**config.mk**
```make
export PLATFORM = sky130hd
export DESIGN_NAME = rtc_drift_trim
export DESIGN_NICKNAME = d
export VERILOG_FILES = /design/src/include/rtc_trim_pkg.sv /design/src/verilog/axil_slave.sv /design/src/verilog/pin_sync.sv /design/src/verilog/rtc_drift_trim.sv
export VERILOG_INCLUDE_DIRS = /design/src /design/src/include
export SDC_FILE = /design/constraint.sdc
export NUM_CORES = 1
export LEC_CHECK = 0
export BUFFER_PORTS_ARGS = -buffer_cell sky130_fd_sc_hd__buf_2
export CORE_ASPECT_RATIO = 2
export CORE_UTILIZATION = 35
export DETAILED_ROUTE_END_ITERATION = 8
export HOLD_SLACK_MARGIN = 0.12
export PLACE_DENSITY_LB_ADDON = 0.15
export SLEW_MARGIN = 25
export SYNTH_ARGS = -nofsm -noshare
export SYNTH_HDL_FRONTEND = slang
export SYNTH_SLANG_ARGS = --single-unit
```
**constraint.sdc**
```tcl
create_clock -name clk -period 4.9 [get_ports clk]
set_input_delay 0.98 -clock clk [delete_from_list [all_inputs] [get_ports clk]]
set_output_delay 0.98 -clock clk [all_outputs]
set_load 0.05 [all_outputs]
```
**src/include/rtc_trim_map.svh**
```systemverilog
// How it works
// - trim applied to prescaler once per minute
// - apply at 512th oscillator edge after 59-00
// - sample signed trim, shift prescaler count
// - counting advances only while clk runs and module enabled
// - enabled alarm interrupt raises wake request
// - idle leaves counting, alarm, trim untouched
// - alarm window entry chosen by pointer
// - unimplemented bits ignore writes, read zero
// - config registers clear, value windows unknown
// - one trim unit equals four oscillator cycles
// - positive trim inserts counts, negative blanks
`ifndef RTC_TRIM_MAP_SVH
`define RTC_TRIM_MAP_SVH

// register byte offsets
`define OFS_ALARM_VALUE  8'h00
`define OFS_ALARM_CFG    8'h04
`define OFS_TIME_VALUE   8'h08
`define OFS_CLOCK_CFG    8'h0C
`define OFS_PAD_SETUP    8'h10
`define OFS_INT_STATUS   8'h14
`define OFS_INT_MASK     8'h18

// reset values of the configuration registers
`define CFG_RESET        16'h0000
`define PTR_RESET        2'h0
`define INT_RESET        3'h0

// bus answers
`define RESP_OKAY        2'h0
`define RESP_SLVERR      2'h2

// prescaler and calendar constants
`define PRESC_LAST       15'h7FFF
`define CAL_PRE_EDGE     15'h01FF
`define CAL_EDGE_COUNT   16'h0200
`define SYNC_START       15'h7FE0
`define BCD_LAST         8'h59
`define BCD_ZERO         8'h00
`define ALARM_MASK_ALL   4'h0

// clock configuration field positions
`define CLK_EN_BIT       15
`define CLK_WREN_BIT     13
`define CLK_OE_BIT       10
`define CLK_PTR          9:8
`define CLK_TRIM         7:0

// alarm configuration field positions
`define ALM_EN_BIT       15
`define ALM_FOREVER_BIT  14
`define ALM_MASK         13:10
`define ALM_PTR          9:8
`define ALM_REPEAT       7:0

// pad setup field positions and half-second bit of the prescaler
`define PAD_SEL_BIT      1
`define PAD_LEVEL_BIT    0
`define HALF_SEC_BIT     14

// interrupt status bit positions
`define INT_ALARM        0
`define INT_SECOND       1
`define INT_CAL          2

`endif

```
**src/include/rtc_trim_pkg.sv**
```systemverilog
package rtc_trim_pkg;

   // master to slave half of the lite register bus
   typedef struct packed {
      logic        awvalid;
      logic [7:0]  awaddr;
      logic        wvalid;
      logic [31:0] wdata;
      logic [3:0]  wstrb;
      logic        bready;
      logic        arvalid;
      logic [7:0]  araddr;
      logic        rready;
   } axilReq_t;

   // slave to master half of the lite register bus
   typedef struct packed {
      logic        awready;
      logic        wready;
      logic        bvalid;
      logic [1:0]  bresp;
      logic        arready;
      logic        rvalid;
      logic [31:0] rdata;
      logic [1:0]  rresp;
   } axilRsp_t;

endpackage : rtc_trim_pkg

```
**src/verilog/axil_slave.sv**
```systemverilog
`timescale 1ns/1ps
`include "rtc_trim_map.svh"

module axil_slave import rtc_trim_pkg::*; (
   // clock and reset
   input  wire logic        clk,
   input  wire logic        rst,
   // bus
   input  wire axilReq_t    req,
   output axilRsp_t         rsp,
   // register side
   output logic             wrEn,
   output logic [7:0]       wrAddr,
   output logic [31:0]      wrData,
   output logic [3:0]       wrStrb,
   input  wire logic        wrErr,
   output logic             rdEn,
   output logic [7:0]       rdAddr,
   input  wire logic [31:0] rdData,
   input  wire logic        rdErr
);

   logic        awHeld;    // write address captured
   logic        wHeld;     // write data captured
   logic        bValid;    // write answer waiting
   logic [1:0]  bResp;     // write answer code
   logic        rValid;    // read answer waiting
   logic [31:0] readData;  // read word held for the master
   logic [1:0]  rResp;     // read answer code
   logic        awReady;   // address channel open
   logic        wReady;    // data channel open
   logic        arReady;   // read address channel open

   // ready while nothing is held and no answer waits
   assign awReady = ~awHeld & ~bValid;
   assign wReady  = ~wHeld & ~bValid;
   assign arReady = ~rValid;
   assign wrEn    = awHeld & wHeld & ~bValid;
   assign rdEn    = req.arvalid & arReady;
   assign rdAddr  = req.araddr;

   // one driver for the whole answer, so no field has two sources
   assign rsp = '{awready: awReady, wready: wReady, bvalid: bValid, bresp: bResp,
                  arready: arReady, rvalid: rValid, rdata: readData, rresp: rResp};

   ////////////////////////////////////////////////////////////////////////////////
   // write channels, taken in either order
   always_ff @(posedge clk or posedge rst) begin
      if (rst) begin
         awHeld     <= 1'b0;
         wHeld      <= 1'b0;
         wrAddr     <= 8'h00;
         wrData     <= 32'h0000_0000;
         wrStrb     <= 4'h0;
         bValid     <= 1'b0;
         bResp      <= `RESP_OKAY;
      end else begin
         if (req.awvalid && awReady) begin       // address taken
            awHeld <= 1'b1;
            wrAddr <= req.awaddr;
         end
         if (req.wvalid && wReady) begin         // data taken
            wHeld  <= 1'b1;
            wrData <= req.wdata;
            wrStrb <= req.wstrb;
         end
         if (wrEn) begin                         // both held: commit, answer
            awHeld     <= 1'b0;
            wHeld      <= 1'b0;
            bValid     <= 1'b1;
            bResp      <= wrErr ? `RESP_SLVERR : `RESP_OKAY;
         end else if (bValid && req.bready) begin
            bValid     <= 1'b0;
         end
      end
   end

   ////////////////////////////////////////////////////////////////////////////////
   // read channel, data registered one cycle after the address
   always_ff @(posedge clk or posedge rst) begin
      if (rst) begin
         rValid   <= 1'b0;
         readData <= 32'h0000_0000;
         rResp    <= `RESP_OKAY;
      end else if (rdEn) begin
         rValid   <= 1'b1;
         readData <= rdData;
         rResp    <= rdErr ? `RESP_SLVERR : `RESP_OKAY;
      end else if (rValid && req.rready) begin
         rValid   <= 1'b0;
      end
   end

endmodule : axil_slave

```
**src/verilog/pin_sync.sv**
```systemverilog
`timescale 1ns/1ps

module pin_sync (
   // clock and reset
   input  wire logic clk,
   input  wire logic rst,
   // pin side
   input  wire logic pin,
   // synchronous side
   output logic      level,
   output logic      rise
);

   logic meta;   // first stage, read only by second
   logic prev;   // delayed level for edge detect

   ////////////////////////////////////////////////////////////////////////////////
   // two flops, then an edge detector on the clean level
   always_ff @(posedge clk or posedge rst) begin
      if (rst) begin
         meta  <= 1'b0;
         level <= 1'b0;
         prev  <= 1'b0;
      end else begin
         meta  <= pin;
         level <= meta;
         prev  <= level;
      end
   end

   assign rise = level & ~prev;   // one-cycle pulse per rising edge

endmodule : pin_sync

```
**src/verilog/rtc_drift_trim.sv**
```systemverilog
// The register addresses and the AXI4-Lite register port were chosen for this implementation.
`timescale 1ns/1ps
`include "rtc_trim_map.svh"

module rtc_drift_trim import rtc_trim_pkg::*; (
   // clock and reset
   input  wire logic clk,
   input  wire logic rst,
   // register bus
   input  wire axilReq_t busReq,
   output axilRsp_t      busRsp,
   // secondary oscillator pin
   input  wire logic     oscPin,
   // interrupt and wake
   output logic          irq,
   output logic          wakeRequest,
   // clock output pin and pad control
   output logic          clockOut,
   output logic          clockOutEn,
   output logic          padInputLevel
);

   ////////////////////////////////////////////////////////////////////////////////
   // byte-lane merge of a 16-bit register
   function automatic logic [15:0] mergeBytes(input logic [15:0] old,
                                              input logic [31:0] data,
                                              input logic [3:0]  strb);
      logic [15:0] res;
      res[7:0]  = strb[0] ? data[7:0]  : old[7:0];
      res[15:8] = strb[1] ? data[15:8] : old[15:8];
      return res;
   endfunction : mergeBytes

   // two-digit bcd increment wrapping 59 to 00
   function automatic logic [7:0] bcdInc(input logic [7:0] v);
      logic [7:0] res;
      res = v + 8'h01;
      if (v == `BCD_LAST) begin
         res = `BCD_ZERO;
      end else if (v[3:0] == 4'h9) begin
         res = {v[7:4] + 4'h1, 4'h0};
      end
      return res;
   endfunction : bcdInc

   ////////////////////////////////////////////////////////////////////////////////
   // bus slave and register strobes
   logic        wrEn;          // write commit pulse
   logic [7:0]  wrAddr;        // write byte address
   logic [31:0] wrData;        // write data
   logic [3:0]  wrStrb;        // write byte enables
   logic        rdEn;          // read accept pulse
   logic [7:0]  rdAddr;        // read byte address
   logic [31:0] rdData;        // read data toward slave
   logic        wrErr;         // unmapped write
   logic        rdErr;         // unmapped read

   axil_slave busPort (
      .clk    (clk),
      .rst    (rst),
      .req    (busReq),
      .rsp    (busRsp),
      .wrEn   (wrEn),
      .wrAddr (wrAddr),
      .wrData (wrData),
      .wrStrb (wrStrb),
      .wrErr  (wrErr),
      .rdEn   (rdEn),
      .rdAddr (rdAddr),
      .rdData (rdData),
      .rdErr  (rdErr)
   );

   ////////////////////////////////////////////////////////////////////////////////
   // oscillator pin synchroniser
   logic oscRise;    // one pulse per oscillator edge

   pin_sync oscSync (
      .clk   (clk),
      .rst   (rst),
      .pin   (oscPin),
      .level (),
      .rise  (oscRise)
   );

   ////////////////////////////////////////////////////////////////////////////////
   // register state
   logic        moduleEnable;        // clock_module_enable
   logic        writeEnable;         // clock_write_enable
   logic        outputEnable;        // clock_output_enable
   logic [1:0]  timePtr;             // time_window_pointer
   logic [7:0]  trim;                // signed drift trim
   logic        alarmEnable;         // alarm_enable
   logic        repeatForever;       // repeat without end
   logic [3:0]  compareMask;         // alarm_compare_mask
   logic [1:0]  alarmPtr;            // alarm_window_pointer
   logic [7:0]  repeatCount;         // alarm_repeat_count
   logic        outputSourceSelect;  // output_source_select
   logic        parallelPortLevel;   // parallel_port_input_level
   logic [2:0]  intStatus;           // sticky event bits
   logic [2:0]  intMask;             // interrupt enables
   logic [15:0] timeWin  [4];        // time value pairs, not reset
   logic [15:0] alarmWin [4];        // alarm value pairs, not reset

   // counting state
   logic [14:0] prescaler;           // oscillator edges within the second
   logic        calArmed;            // waiting for the correction point
   logic        alarmCheck;          // compare slot after a tick
   logic        alarmToggle;         // alarm square wave

   ////////////////////////////////////////////////////////////////////////////////
   // address decode
   wire hitAlarmVal  = wrEn && (wrAddr == `OFS_ALARM_VALUE);
   wire hitAlarmCfg  = wrEn && (wrAddr == `OFS_ALARM_CFG);
   wire hitTimeVal   = wrEn && (wrAddr == `OFS_TIME_VALUE);
   wire hitClockCfg  = wrEn && (wrAddr == `OFS_CLOCK_CFG);
   wire hitPad       = wrEn && (wrAddr == `OFS_PAD_SETUP);
   wire hitIntStat   = wrEn && (wrAddr == `OFS_INT_STATUS);
   wire hitIntMask   = wrEn && (wrAddr == `OFS_INT_MASK);
   wire rdAlarmVal   = rdEn && (rdAddr == `OFS_ALARM_VALUE);
   wire rdTimeVal    = rdEn && (rdAddr == `OFS_TIME_VALUE);

   // unmapped addresses answer with an error
   assign wrErr = ~(hitAlarmVal | hitAlarmCfg | hitTimeVal | hitClockCfg
                    | hitPad | hitIntStat | hitIntMask);
   wire rdMapped = (rdAddr == `OFS_ALARM_VALUE) || (rdAddr == `OFS_ALARM_CFG)
                || (rdAddr == `OFS_TIME_VALUE)  || (rdAddr == `OFS_CLOCK_CFG)
                || (rdAddr == `OFS_PAD_SETUP)   || (rdAddr == `OFS_INT_STATUS)
                || (rdAddr == `OFS_INT_MASK);
   assign rdErr = ~rdMapped;

   ////////////////////////////////////////////////////////////////////////////////
   // live status bits
   wire halfSecond    = prescaler[`HALF_SEC_BIT];       // second half of the second
   wire rolloverSync  = prescaler >= `SYNC_START;       // rollover is near
   wire secTick       = moduleEnable && oscRise && (prescaler == `PRESC_LAST);
   wire secWrap       = secTick && (timeWin[0][7:0] == `BCD_LAST);
   wire calPoint      = calArmed && moduleEnable && oscRise
                        && (prescaler == `CAL_PRE_EDGE);

   // signed trim times four as a prescaler offset
   wire [15:0] trimStep  = {{6{trim[7]}}, trim, 2'b00};
   wire [15:0] calTarget = `CAL_EDGE_COUNT + trimStep;

   // register images, unimplemented bits fixed at zero
   wire [15:0] clockImage = {moduleEnable, 1'b0, writeEnable, rolloverSync,
                             halfSecond, outputEnable, timePtr, trim};
   wire [15:0] alarmImage = {alarmEnable, repeatForever, compareMask,
                             alarmPtr, repeatCount};
   wire [15:0] padImage   = {14'h0000, outputSourceSelect, parallelPortLevel};

   // merged write values
   wire [15:0] clockNew = mergeBytes(clockImage, wrData, wrStrb);
   wire [15:0] alarmNew = mergeBytes(alarmImage, wrData, wrStrb);
   wire [15:0] padNew   = mergeBytes(padImage, wrData, wrStrb);

   // fields of the merged write words
   wire       newModuleEnable  = clockNew[`CLK_EN_BIT];
   wire       newWriteEnable   = clockNew[`CLK_WREN_BIT];
   wire       newOutputEnable  = clockNew[`CLK_OE_BIT];
   wire [1:0] newTimePtr       = clockNew[`CLK_PTR];
   wire [7:0] newTrim          = clockNew[`CLK_TRIM];
   wire       newAlarmEnable   = alarmNew[`ALM_EN_BIT];
   wire       newRepeatForever = alarmNew[`ALM_FOREVER_BIT];
   wire [3:0] newCompareMask   = alarmNew[`ALM_MASK];
   wire [1:0] newAlarmPtr      = alarmNew[`ALM_PTR];
   wire [7:0] newRepeatCount   = alarmNew[`ALM_REPEAT];
   wire       newSourceSelect  = padNew[`PAD_SEL_BIT];
   wire       newPortLevel     = padNew[`PAD_LEVEL_BIT];

   // alarm match after the second has updated
   wire alarmMatch = (compareMask == `ALARM_MASK_ALL) || (alarmWin[0] == timeWin[0]);
   wire alarmEvent = alarmCheck && alarmEnable && alarmMatch;

   // window accesses step the pointer down toward zero
   wire timeAccess  = rdTimeVal || (hitTimeVal && writeEnable);
   wire alarmAccess = rdAlarmVal || hitAlarmVal;

   ////////////////////////////////////////////////////////////////////////////////
   // read data mux, upper half always zero
   wire [15:0] rdLow =
      (rdAddr == `OFS_ALARM_VALUE) ? alarmWin[alarmPtr] :
      (rdAddr == `OFS_ALARM_CFG)   ? alarmImage :
      (rdAddr == `OFS_TIME_VALUE)  ? timeWin[timePtr] :
      (rdAddr == `OFS_CLOCK_CFG)   ? clockImage :
      (rdAddr == `OFS_PAD_SETUP)   ? padImage :
      (rdAddr == `OFS_INT_STATUS)  ? {13'h0000, intStatus} :
      (rdAddr == `OFS_INT_MASK)    ? {13'h0000, intMask} : 16'h0000;
   assign rdData = {16'h0000, rdLow};

   ////////////////////////////////////////////////////////////////////////////////
   // clock configuration register
   always_ff @(posedge clk or posedge rst) begin
      if (rst) begin
         moduleEnable <= 1'b0;
         writeEnable  <= 1'b0;
         outputEnable <= 1'b0;
         timePtr      <= `PTR_RESET;
         trim         <= 8'h00;
      end else if (hitClockCfg) begin          // software write, status bits dropped
         moduleEnable <= newModuleEnable;
         writeEnable  <= newWriteEnable;
         outputEnable <= newOutputEnable;
         timePtr      <= newTimePtr;
         trim         <= newTrim;
      end else if (timeAccess && (timePtr != `PTR_RESET)) begin
         timePtr      <= timePtr - 2'h1;       // walk toward the seconds pair
      end
   end

   ////////////////////////////////////////////////////////////////////////////////
   // alarm configuration register
   always_ff @(posedge clk or posedge rst) begin
      if (rst) begin
         alarmEnable   <= 1'b0;
         repeatForever <= 1'b0;
         compareMask   <= 4'h0;
         alarmPtr      <= `PTR_RESET;
         repeatCount   <= 8'h00;
      end else if (hitAlarmCfg) begin          // software write
         alarmEnable   <= newAlarmEnable;
         repeatForever <= newRepeatForever;
         compareMask   <= newCompareMask;
         alarmPtr      <= newAlarmPtr;
         repeatCount   <= newRepeatCount;
      end else begin
         if (alarmAccess && (alarmPtr != `PTR_RESET)) begin
            alarmPtr <= alarmPtr - 2'h1;       // walk toward the seconds pair
         end
         if (alarmEvent) begin                 // repeat bookkeeping
            if (!repeatForever && (repeatCount == 8'h00)) begin
               alarmEnable <= 1'b0;            // last repeat done
            end else begin
               repeatCount <= repeatCount - 8'h01;
            end
         end
      end
   end

   ////////////////////////////////////////////////////////////////////////////////
   // pad setup and interrupt registers
   always_ff @(posedge clk or posedge rst) begin
      if (rst) begin
         outputSourceSelect <= 1'b0;
         parallelPortLevel  <= 1'b0;
         intMask            <= `INT_RESET;
      end else begin
         if (hitPad) begin
            outputSourceSelect <= newSourceSelect;
            parallelPortLevel  <= newPortLevel;
         end
         if (hitIntMask && wrStrb[0]) begin
            intMask <= wrData[2:0];
         end
      end
   end

   // sticky events, a new event beats a clear in the same cycle
   wire [2:0] intClear = (hitIntStat && wrStrb[0]) ? wrData[2:0] : `INT_RESET;
   wire [2:0] intSet;
   assign intSet[`INT_ALARM]  = alarmEvent;
   assign intSet[`INT_SECOND] = secTick;
   assign intSet[`INT_CAL]    = calPoint;

   always_ff @(posedge clk or posedge rst) begin
      if (rst) begin
         intStatus <= `INT_RESET;
      end else begin
         intStatus <= (intStatus & ~intClear) | intSet;
      end
   end

   ////////////////////////////////////////////////////////////////////////////////
   // prescaler with once-a-minute correction; counts synchronised oscillator edges on clk,
   // so it advances only while clk runs and moduleEnable is set
   always_ff @(posedge clk or posedge rst) begin
      if (rst) begin
         prescaler <= 15'h0000;
         calArmed  <= 1'b0;
      end else begin
         if (calPoint) begin                   // 512th edge after 59 to 00
            prescaler <= calTarget[14:0];
            calArmed  <= 1'b0;
         end else if (moduleEnable && oscRise) begin
            prescaler <= prescaler + 15'h0001; // wraps to zero at the tick
         end
         if (secWrap) begin
            calArmed <= 1'b1;
         end
      end
   end

   ////////////////////////////////////////////////////////////////////////////////
   // time value windows: no reset, contents unknown until written
   always_ff @(posedge clk) begin
      if (hitTimeVal && writeEnable) begin     // software write wins over a tick
         timeWin[timePtr] <= mergeBytes(timeWin[timePtr], wrData, wrStrb);
      end else if (secTick) begin              // seconds, minutes carry on wrap
         timeWin[0][7:0] <= bcdInc(timeWin[0][7:0]);
         if (secWrap) begin
            timeWin[0][15:8] <= bcdInc(timeWin[0][15:8]);
         end
      end
   end

   // alarm value windows: pointer selects the pair
   always_ff @(posedge clk) begin
      if (hitAlarmVal) begin
         alarmWin[alarmPtr] <= mergeBytes(alarmWin[alarmPtr], wrData, wrStrb);
      end
   end

   ////////////////////////////////////////////////////////////////////////////////
   // alarm compare slot and output pin
   always_ff @(posedge clk or posedge rst) begin
      if (rst) begin
         alarmCheck  <= 1'b0;
         alarmToggle <= 1'b0;
         clockOut    <= 1'b0;
         clockOutEn  <= 1'b0;
      end else begin
         alarmCheck <= secTick;                // compare once the second is updated
         if (alarmEvent) begin
            alarmToggle <= ~alarmToggle;       // half the alarm rate
         end
         clockOut   <= outputSourceSelect ? ~halfSecond : alarmToggle;
         clockOutEn <= outputEnable;
      end
   end

   ////////////////////////////////////////////////////////////////////////////////
   // interrupt, wake and pad outputs
   always_ff @(posedge clk or posedge rst) begin
      if (rst) begin
         irq           <= 1'b0;
         wakeRequest   <= 1'b0;
         padInputLevel <= 1'b0;
      end else begin
         irq           <= |(intStatus & intMask);
         wakeRequest   <= intStatus[`INT_ALARM] & intMask[`INT_ALARM];
         padInputLevel <= parallelPortLevel;
      end
   end

endmodule : rtc_drift_trim
```
# Word level (Yosys, flattened, before mapping)
# Memories as Yosys holds them, arrays and structs flattened.
# Index checks and enable logic that the tools add are counted.
# op_classes
addsub	9
n_lt_le_gt_ge	1
eq_ne	23
n_mux	63
n_bitwise	24
reduce_logical	63
# ops
cell	count
2-to-1 mux 8 bit	18
2-to-1 mux 16 bit	5
== test 8 x 5 -> 1 bit (second input constant)	6
== test 8 x 4 -> 1 bit (second input constant)	4
2-to-1 mux 15 bit	2
logical AND 1 bit	27
2-to-1 mux 1 bit	25
logical NOT 8 bit	3
nonzero test 2 bit	12
2-to-1 mux 2 bit	9
adder 8 x 1 -> 8 bit (second input constant)	2
== test 16 bit	1
== test 8 x 3 -> 1 bit (second input constant)	2
== test 8 x 7 -> 1 bit (second input constant)	2
OR reduction 16 bit	1
adder 15 x 1 -> 15 bit (second input constant)	1
== test 15 bit (second input constant)	1
== test 15 x 9 -> 1 bit (second input constant)	1
greater-or-equal comparator 15 bit (second input constant)	1
adder 11 x 10 -> 12 bit (first input constant)	1
2-to-1 mux 3 bit	4
AND reduction 2 bit	6
logical OR 1 bit	9
adder 4 x 1 -> 4 bit (second input constant)	2
15 further kinds	38
# word_totals
ff_bits	113
ramBits	128
inputBits	60
output_inout_bits	46
word_cells	221
mem_count	2
# memory_table
memory	words	width	rd	rd_ports_with_merged_regs	write_ports	line	rtl
alarmWin	4	16	2	0	1	rtc_drift_trim.sv:103	logic [15:0] alarmWin [4];
timeWin	4	16	2	0	1	rtc_drift_trim.sv:102	logic [15:0] timeWin [4];

# Depth between registers and ports, before layout
# Gate-level depths: netlist (run 1).
# logic_depth
word_depth	11
depth_mapped	9
mapped_depth_nobuf	8

# Modules after synthesis
# From an unflattened synthesis (run 1), not the netlist that was laid out.
# unflattened
cells_unflattened	909
area_unflattened_um2	12937.4
# modules_own_cells
mod	instances	cells_per_inst	area_each_um2	seq_area_each_um2
rtc_drift_trim	1	703	9479.1	5345.1
axil_slave	1	201	3365.7	2052.0
pin_sync	1	5	92.6	75.1

# Worst setup path before layout (run 1)
# Ideal clock, no wire load.
# synth_timing
kind	input-to-reg
start	input port busReq[6] (netlist bit)
end	register alarmPtr[0]
setup_time_ps	148
arrival_time_ps	2797
required_ps	4752
setup_slack_ps	1955
cell_stages	8
path_buffers	1
cell_sequence	or4_1 > or3_1 > buf_2 > nor3_4 > a21oi_1 > or3_1 > nand3_1 > o211ai_1
# synth_via
elab_chain_cells	6
# synth_lines
element	line	rtl
start: declaration	rtc_drift_trim.sv:10	input wire axilReq_t busReq,
logical NOT 8 bit (no line)	n/a	
logical AND 1 bit	rtc_drift_trim.sv:120	wire rdAlarmVal = rdEn && (rdAddr == `OFS_ALARM_VALUE);
logical OR 1 bit	rtc_drift_trim.sv:177	wire alarmAccess = rdAlarmVal || hitAlarmVal;
logical AND 1 bit	rtc_drift_trim.sv:227	if (alarmAccess && (alarmPtr != `PTR_RESET)) begin
nonzero test 2 bit (no line)	n/a	
AND reduction 2 bit (no line)	n/a	
end signal: assignment	rtc_drift_trim.sv:218	alarmPtr <= `PTR_RESET;
end signal: assignment	rtc_drift_trim.sv:224	alarmPtr <= newAlarmPtr;
end signal: assignment	rtc_drift_trim.sv:228	alarmPtr <= alarmPtr - 2'h1;
end: declaration	rtc_drift_trim.sv:96	logic [1:0] alarmPtr;
# No other way between the ends.
# A chain may end at the register's enable or synchronous reset.

# Worst setup path after layout (run 1)
# layout_timing
start	register prescaler[0]
end	memory timeWin[0][1], enable pin
# layout_via
elab_chain_cells	9
word_cells_on_any_way	13
classes_between	1 x eq/ne; 9 x mux; 3 x reduce/logical
# layout_lines
element	line	rtl
start: declaration	rtc_drift_trim.sv:106	logic [14:0] prescaler;
start signal: assignment	rtc_drift_trim.sv:282	prescaler <= calTarget[14:0];
start signal: assignment	rtc_drift_trim.sv:285	prescaler <= prescaler + 15'h0001;
== test 15 bit (no line) *	n/a	
logical AND 1 bit *	rtc_drift_trim.sv:136	wire secTick = moduleEnable && oscRise && (prescaler == `PRESC_LAST);
net secTick	rtc_drift_trim.sv:136	
logical AND 1 bit	rtc_drift_trim.sv:137	wire secWrap = secTick && (timeWin[0][7:0] == `BCD_LAST);
2-to-1 mux 1 bit	rtc_drift_trim.sv:300	if (secWrap) begin
2-to-1 mux 1 bit	rtc_drift_trim.sv:298	end else if (secTick) begin
2-to-1 mux 1 bit	rtc_drift_trim.sv:296	if (hitTimeVal && writeEnable) begin
2-to-1 mux 1 bit (implied by the code)	rtc_drift_trim.sv:301	timeWin[0][15:8] <= bcdInc(timeWin[0][15:8]);
OR reduction 16 bit (no line)	n/a	
2-to-1 mux 2 bit (no line)	n/a	
end: declaration	rtc_drift_trim.sv:102	
# The timed path passes the listed nets; every way through them passes the cells marked *.

==> results of run 1 <==
worst max-delay path: cells and delay by family (launching register included):
| kind | cells | cell delay [ns] |
|---|---|---|
| adders and majority gates | 1 | 0.24 |
| DFF | 1 | 0.42 |
| and+or+nand+nor | 6 | 2.39 |
sequential cells by signal, indices dropped and copies added, names as in the netlist, 2 cells and up:
| register | cells |
|---|---|
| repeatCount | 8 |
| alarmWin | 64 |
| intMask | 3 |
| busPort.wrStrb | 2 |
| trim | 8 |
| busPort.readData | 16 |
| timeWin | 64 |
| busPort.wrAddr | 8 |
| prescaler | 15 |
| compareMask | 4 |
| timePtr | 2 |
| busPort.wrData | 16 |
| intStatus | 3 |
| alarmPtr | 2 |
Yosys cell counts (8+ instances only):
cell type	number	area (µm²)
or3_1	8	50.1
mux2i_1	15	150
nand3_1	25	125
dfrtp_1	111	2780
nor3_1	16	80.1
nand2_1	78	293
and3_1	9	56.3
nor2_1	35	131
edfxtp_1	128	3840
nand4_1	9	56.3
o22ai_1	9	56.3
ha_1	17	213
nor2b_1	9	56.3
o21ai_0	42	210
a21oi_1	31	155
xnor2_1	28	245
buf_4	24	180
clkbuf_1	31	116
nand2b_1	10	62.6
inv_1	31	116
mux4_2	36	811
a22o_1	12	105
mux2_2	59	664
power by group:
group          total (mW)  internal [mW]  switching, mW
clock                1.88           1.08          0.809
combinational        1.58          0.625          0.954
sequential           2.80           2.51          0.292
how the worst max path moves through the flow:
stage / depth (start not counted) / to / slack (ns) / from
5_1_grt: 7 / repeatCount[2] / 1.28 / timeWin[0][7]
3_5_place_dp: 7 / timeWin[0][6] / 1.48 / prescaler[0]
3_3_place_gp: 7 / timeWin[0][6] / 1.51 / prescaler[0]
2_1_floorplan: 1 / alarmCheck / 0.99 / rst
6_report: 7 / timeWin[0][1] / 1.49 / prescaler[0]
4_1_cts: 7 / timeWin[0][0] / 1.43 / prescaler[0]
area by class of cell:
type | instances | area share
tap | 427 | 0.0411
clock buffer | 30 | 0.0511
sequential | 239 | 0.509
clock inverter | 14 | 0.0108
inverter | 32 | 0.00942
timing repair buffer | 85 | 0.0367
multi-input combinational | 567 | 0.342
cells by family (layout without fill, tap and decap cells):
logic type,count (synthesis),count (layout)
simple gates,244,244
fa+ha+maj,17,17
xor+xnor,34,34
compound gates,143,143
other cells,1,18
buf+inv,100,161
flops,239,239
mux,111,111
layer usage:
layer  wire, µm  part of all wire  vias to the layer above
met1      10700              0.36                     3662
met5          0                 0                        -
met2      17300              0.58                      143
met3        928             0.031                       41
met4        758             0.026                        0
li1           -                 -                     3390
==> out/metrics.yaml, run 1 <==
worst_setup_path:
  required_ns: 5.07
  endpoint_kind: "flip-flop"
  slowest_delay_ns: 0.57
  critPathArrivalTime_ns: 3.59
  cp_max_fo: 19
  r2r-end: "timeWin[0][1]"
  regToRegStartpoint: "prescaler[0]"
  crit_top_cell: "nand2_1"
  critPathLaunchType: "flip-flop"
  cp_slowest_cell: "nand2_1"
  reg2reg_setup_slack_ns: 1.49
  reg2reg_depth: 7
  crit_chain: "ha_1, and4_1, and3_1, and2_1, nor2b_1, nand2_1, nand2_1"
  critPathKind: "reg2reg"
yosys:
  synthCells: 889
  synth_edf_count: 128
  synth_area_mm2: 0.0115
  ys_seq_area_frac: 0.576
  syn_avg_cell_area_um2: 12.9
  synth-simple-area-share: 0.113
  ys_types: 66
  yosys_warnings: 0
  synthFlopType: "edfxtp_1"
  synth_top_family_by_area: "multiplexers"
  synth_xor_area_frac: 0.0259
  ys_async_sr_fraction: 0.464
  synth_mux_area_frac: 0.143
  synthAdderAreaFrac: 0.0185
  ys_ff_latch: 239
  synth_compound_area_frac: 0.0810
pwr:
  p_per_area_mw_per_mm2: 482
  ir_worst_vdd_v: 0.000267
  p_total_mw: 6.27
  cellLeakagePower_nw: 5.15
finish:
  design_area_mm2: 0.0130
  final_common_cell: "edfxtp_1"
  layout_common_cells: "128 x edfxtp_1, 111 x dfrtp_1, 78 x nand2_1, 69 x buf_2, 59 x mux2_2"
  drive_above_1_share: 0.242
  finalNetCount: 1026
  antenna_cells: 0
  seq_area_mm2: 0.00662
  multi_input_area_mm2: 0.00445
  nFillCells: 3132
  final_core_util: 0.404
  stdcell_count: 1394
  area_delta_synth_final_pct: 13.2
place:
  place_inst: 1350
  place_congestion: 0.792
  port_buffers: 69
  pre_cts_slack_ns: 1.48
  placed_area_mm2: 0.0122
  dpl.hpwl_um: 22600
grt:
  grt_pass1_vias: 7441
  antenna_found_initial: 0
  grt_max_degree: 62
  grt_usage: 0.184
  top_usage_layer: "met2"
  overflow: 0
  grt_pass1_wl_um: 45400
  grt_util_met1: 0.200
  met3_usage: 0.0178
  gr-usage-met2: 0.360
clocking:
  cts_hold_buf: 0
  tritoncts: "done"
  cts_resized: 0
  cts_max_path_buffers: 3
  cts_root_buffer: "clkbuf_16"
  cts_num_sinks: 239
  path_clk_slew_ns: 0.07
  cts_max_level: 1
  clk_latency_ns: 0.53
  postCtsSetupBuffers: 0
  cts_buffers: 24
drt:
  drc: 0
  wl_per_cell_um: 21.3
  num_vias: 7236
  ant_nets: 0
  vias_per_cell: 5.19
  firstDrtPassIters: 4
  wl_um: 29700
  drt_iter0_markers: 387
sta:
  setup_viol: 0
  fin_skew_ns: 0.0144
  worst_pin_slew_ns: 0.980
  drv_slew: 0
  whs_ns: 0.369
  fin_setup_tns_ns: 0
  slew_headroom: 0.347
  min_period_over_period: 0.697
  rsz0062_at_grt: "no"
  fmax_mhz: 293
  hold_viol: 0
  period_needed_ns: 3.41
  setup_ws_ns: 1.49
worst_hold_path:
  min_to: "oscSync.level"
  min-delay-start: "oscSync.meta"
  whs_path_depth: 0
  hp-class: "reg2reg"
job:
  cap_violations: 0
floorplan:
  coreArea_mm2: 0.0322
  core.rowCount: 93
  die_x_um: 130
  die-area_mm2: 0.0336
  ioPinCount: 106
  start_util: 0.357
  dieHeight_um: 258
outcome:
  status: "completed"
(Power assumes the default switching activity.)
==> run 2: changes to the inputs <==
==> constraint.sdc (replaced) <==
create_clock -name clk -period 3.4 [get_ports clk]
set_input_delay 0.68 -clock clk [delete_from_list [all_inputs] [get_ports clk]]
set_output_delay 0.68 -clock clk [all_outputs]
set_load 0.05 [all_outputs]
==> out/metrics.yaml, run 2 (synthesis results as in run 1) <==
finish:
  reg_top3: "alarmWin (64), timeWin (64)"  # unchanged
  final_common_cell: "edfxtp_1"  # unchanged
  nFillCells: 3099  # was 3132
  layout_common_cells: "128 x edfxtp_1, 111 x dfrtp_1, 78 x nand2_1, 69 x buf_2, 59 x mux2_2"  # unchanged
  area_delta_synth_final_pct: 15.2  # was 13.2%
  stdcell_count: 1423  # was 1394
  drive_above_1_share: 0.264  # was 0.242
  antenna_cells: 0  # unchanged
  finalNetCount: 1055  # was 1026
clocking:
  cts_max_level: 1  # unchanged
  cts_buffers: 24  # unchanged
  cts_num_sinks: 239  # unchanged
  postCtsSetupBuffers: 0  # unchanged
  cts_hold_buf: 0  # unchanged
  tritoncts: "done"  # unchanged
  cts_root_buffer: "clkbuf_16"  # unchanged
  clk_latency_ns: 0.53  # about the same
  cts_max_path_buffers: 3  # unchanged
  cts_resized: 0  # unchanged
  path_clk_slew_ns: 0.06  # was 0.07 ns
drt:
  num_vias: 7364  # was 7236
  ant_nets: 0  # unchanged
  drt_iter0_markers: 302  # was 387
  wl_um: 30100  # was 29700 µm
  firstDrtPassIters: 4  # unchanged
  drc: 0  # unchanged
  wl_per_cell_um: 21.1  # was 21.3 µm
  vias_per_cell: 5.17  # was 5.19
worst_setup_path:
  crit_top_cell: "nor4_1"  # was nand2_1
  critPathKind: "reg2reg"  # unchanged
  r2r-end: "repeatCount[0]"  # was timeWin[0][1]
  regToRegStartpoint: "timeWin[0][7]"  # was prescaler[0]
  critPathLaunchType: "flip-flop"  # unchanged
  required_ns: 3.84  # was 5.07 ns
  reg2reg_depth: 7  # unchanged
  reg2reg_setup_slack_ns: 0.41  # was 1.49 ns
  endpoint_kind: "flip-flop"  # unchanged
  critical_path.endpoint: "repeatCount[0]"  # was timeWin[0][1]
  critPathArrivalTime_ns: 3.44  # was 3.59 ns
  cp_slowest_cell: "xnor2_1"  # was nand2_1
  cp_max_fo: 9  # was 19
  startpoint: "timeWin[0][7]"  # was prescaler[0]
  slowest_delay_ns: 0.50  # was 0.57 ns
  crit_chain: "xnor2_1, nand4_1, nor4_1, nor2_1, nor4_1, mux2_2, o21ai_0"  # was ha_1, and4_1, and3_1, and2_1, nor2b_1, nand2_1, nand2_1
pwr:
  p_per_area_mw_per_mm2: 688  # was 482 mW/mm²
  p_total_mw: 9.11  # was 6.27 mW
  cellLeakagePower_nw: 5.31  # was 5.15 nW
  ir_worst_vdd_v: 0.000432  # was 0.000267 V
grt:
  grt_pass1_vias: 7851  # was 7441
  grt_max_degree: 45  # was 62
  grt_usage: 0.187  # was 0.184
  grt_pass1_wl_um: 46400  # was 45400 µm
  antenna_found_initial: 0  # unchanged
  overflow: 0  # unchanged
worst_hold_path:
  whs_path_depth: 1  # was 0
  min-delay-start: "oscPin"  # was oscSync.meta
  hp-class: "in2reg"  # was reg2reg
sta:
  slew_headroom: 0.418  # was 0.347
  setup_viol: 0  # unchanged
  min_period_over_period: 0.880  # was 0.697
  drv_slew: 0  # unchanged
  fmax_mhz: 334  # was 293 MHz
  worst_pin_slew_ns: 0.872  # was 0.980 ns
  rsz0062_at_grt: "no"  # unchanged
  fin_skew_ns: 0.0115  # was 0.0144 ns
  period_needed_ns: 2.99  # was 3.41 ns
  fin_setup_tns_ns: 0  # unchanged
  hold_viol: 0  # unchanged
floorplan:
  core.rowCount: 93  # unchanged
  coreArea_mm2: 0.0322  # unchanged
  dieHeight_um: 258  # unchanged
  ioPinCount: 106  # unchanged
  die-area_mm2: 0.0336  # unchanged
  start_util: 0.357  # unchanged
  die_x_um: 130  # unchanged
outcome:
  status: "completed"  # unchanged
place:
  place_congestion: 0.845  # was 0.792
  place_inst: 1379  # was 1350
  dpl.hpwl_um: 23000  # was 22600 µm
  port_buffers: 69  # unchanged
job:
  cap_violations: 0  # unchanged
==> run 2: cell types whose count changed in the layout (fill, tap and decap cells not counted), sizes merged <==
cell      previous run  this run
clkinvlp             2         1
buf                 85       114
clkinv              11         6
clkbuf              30        36
==> run 2: layout make-up <==
| class | count | area, µm² | area share |
|---|---|---|---|
| Clock inverter | 8 | 104 | 0.00784 |
| Tap cell | 427 | 534 | 0.0403 |
| Inverter | 32 | 124 | 0.00935 |
| Timing Repair Buffer | 114 | 696 | 0.0525 |
| Multi-Input combinational cell | 567 | 4450 | 0.336 |
| Sequential cell | 239 | 6620 | 0.500 |
| Clock buffer | 36 | 716 | 0.0540 |
==> run 2: how the worst min path moves through the flow <==
stage	to	slack (ns)
finish	oscSync.meta	0.27
floorplan	oscSync.level	0.33
detailed placement	oscSync.level	0.35
global route	oscSync.meta	0.25
CTS	oscSync.meta	0.24
global placement	oscSync.level	0.34
==> run 2: metrics by stage <==
stage                     utilization  cell area (µm²)  hold slack [ns]  setup WS (ns)
after floorplan                     -            11600            0.331          0.707
after global placement          0.386            12400            0.341          0.469
after detailed placement        0.386            12400            0.346          0.429
after CTS                       0.411            13200            0.238          0.403
after global routing            0.411            13200            0.252          0.253
final                           0.411            13200            0.267          0.406
==> run 2: report_power, final <==
group | leakage (nW) | internal, mW | switching, mW
Clock | 0.405 | 1.62 | 1.14
Sequential | 2.60 | 3.62 | 0.529
Combinational | 2.30 | 0.924 | 1.28
==> run 2: worst max-delay path: cells and delay by family (launching register included) <==
family / cells / cell delay [ns]
multiplexers: 1 / 0.39
XOR/XNOR: 1 / 0.50
AND/OR/NAND/NOR: 4 / 1.48
AO/OA/AOI/OAI: 1 / 0.08
flip-flops: 1 / 0.46
==> run 2: per-layer routing <==
metal | vias up | global-route usage | share of wire
met5 | - | 0 | 0
met3 | 60 | 0.0209 | 0.031
met4 | 0 | 0.0963 | 0.048
li1 | 3452 | - | -
met2 | 161 | 0.352 | 0.56
met1 | 3691 | 0.198 | 0.36
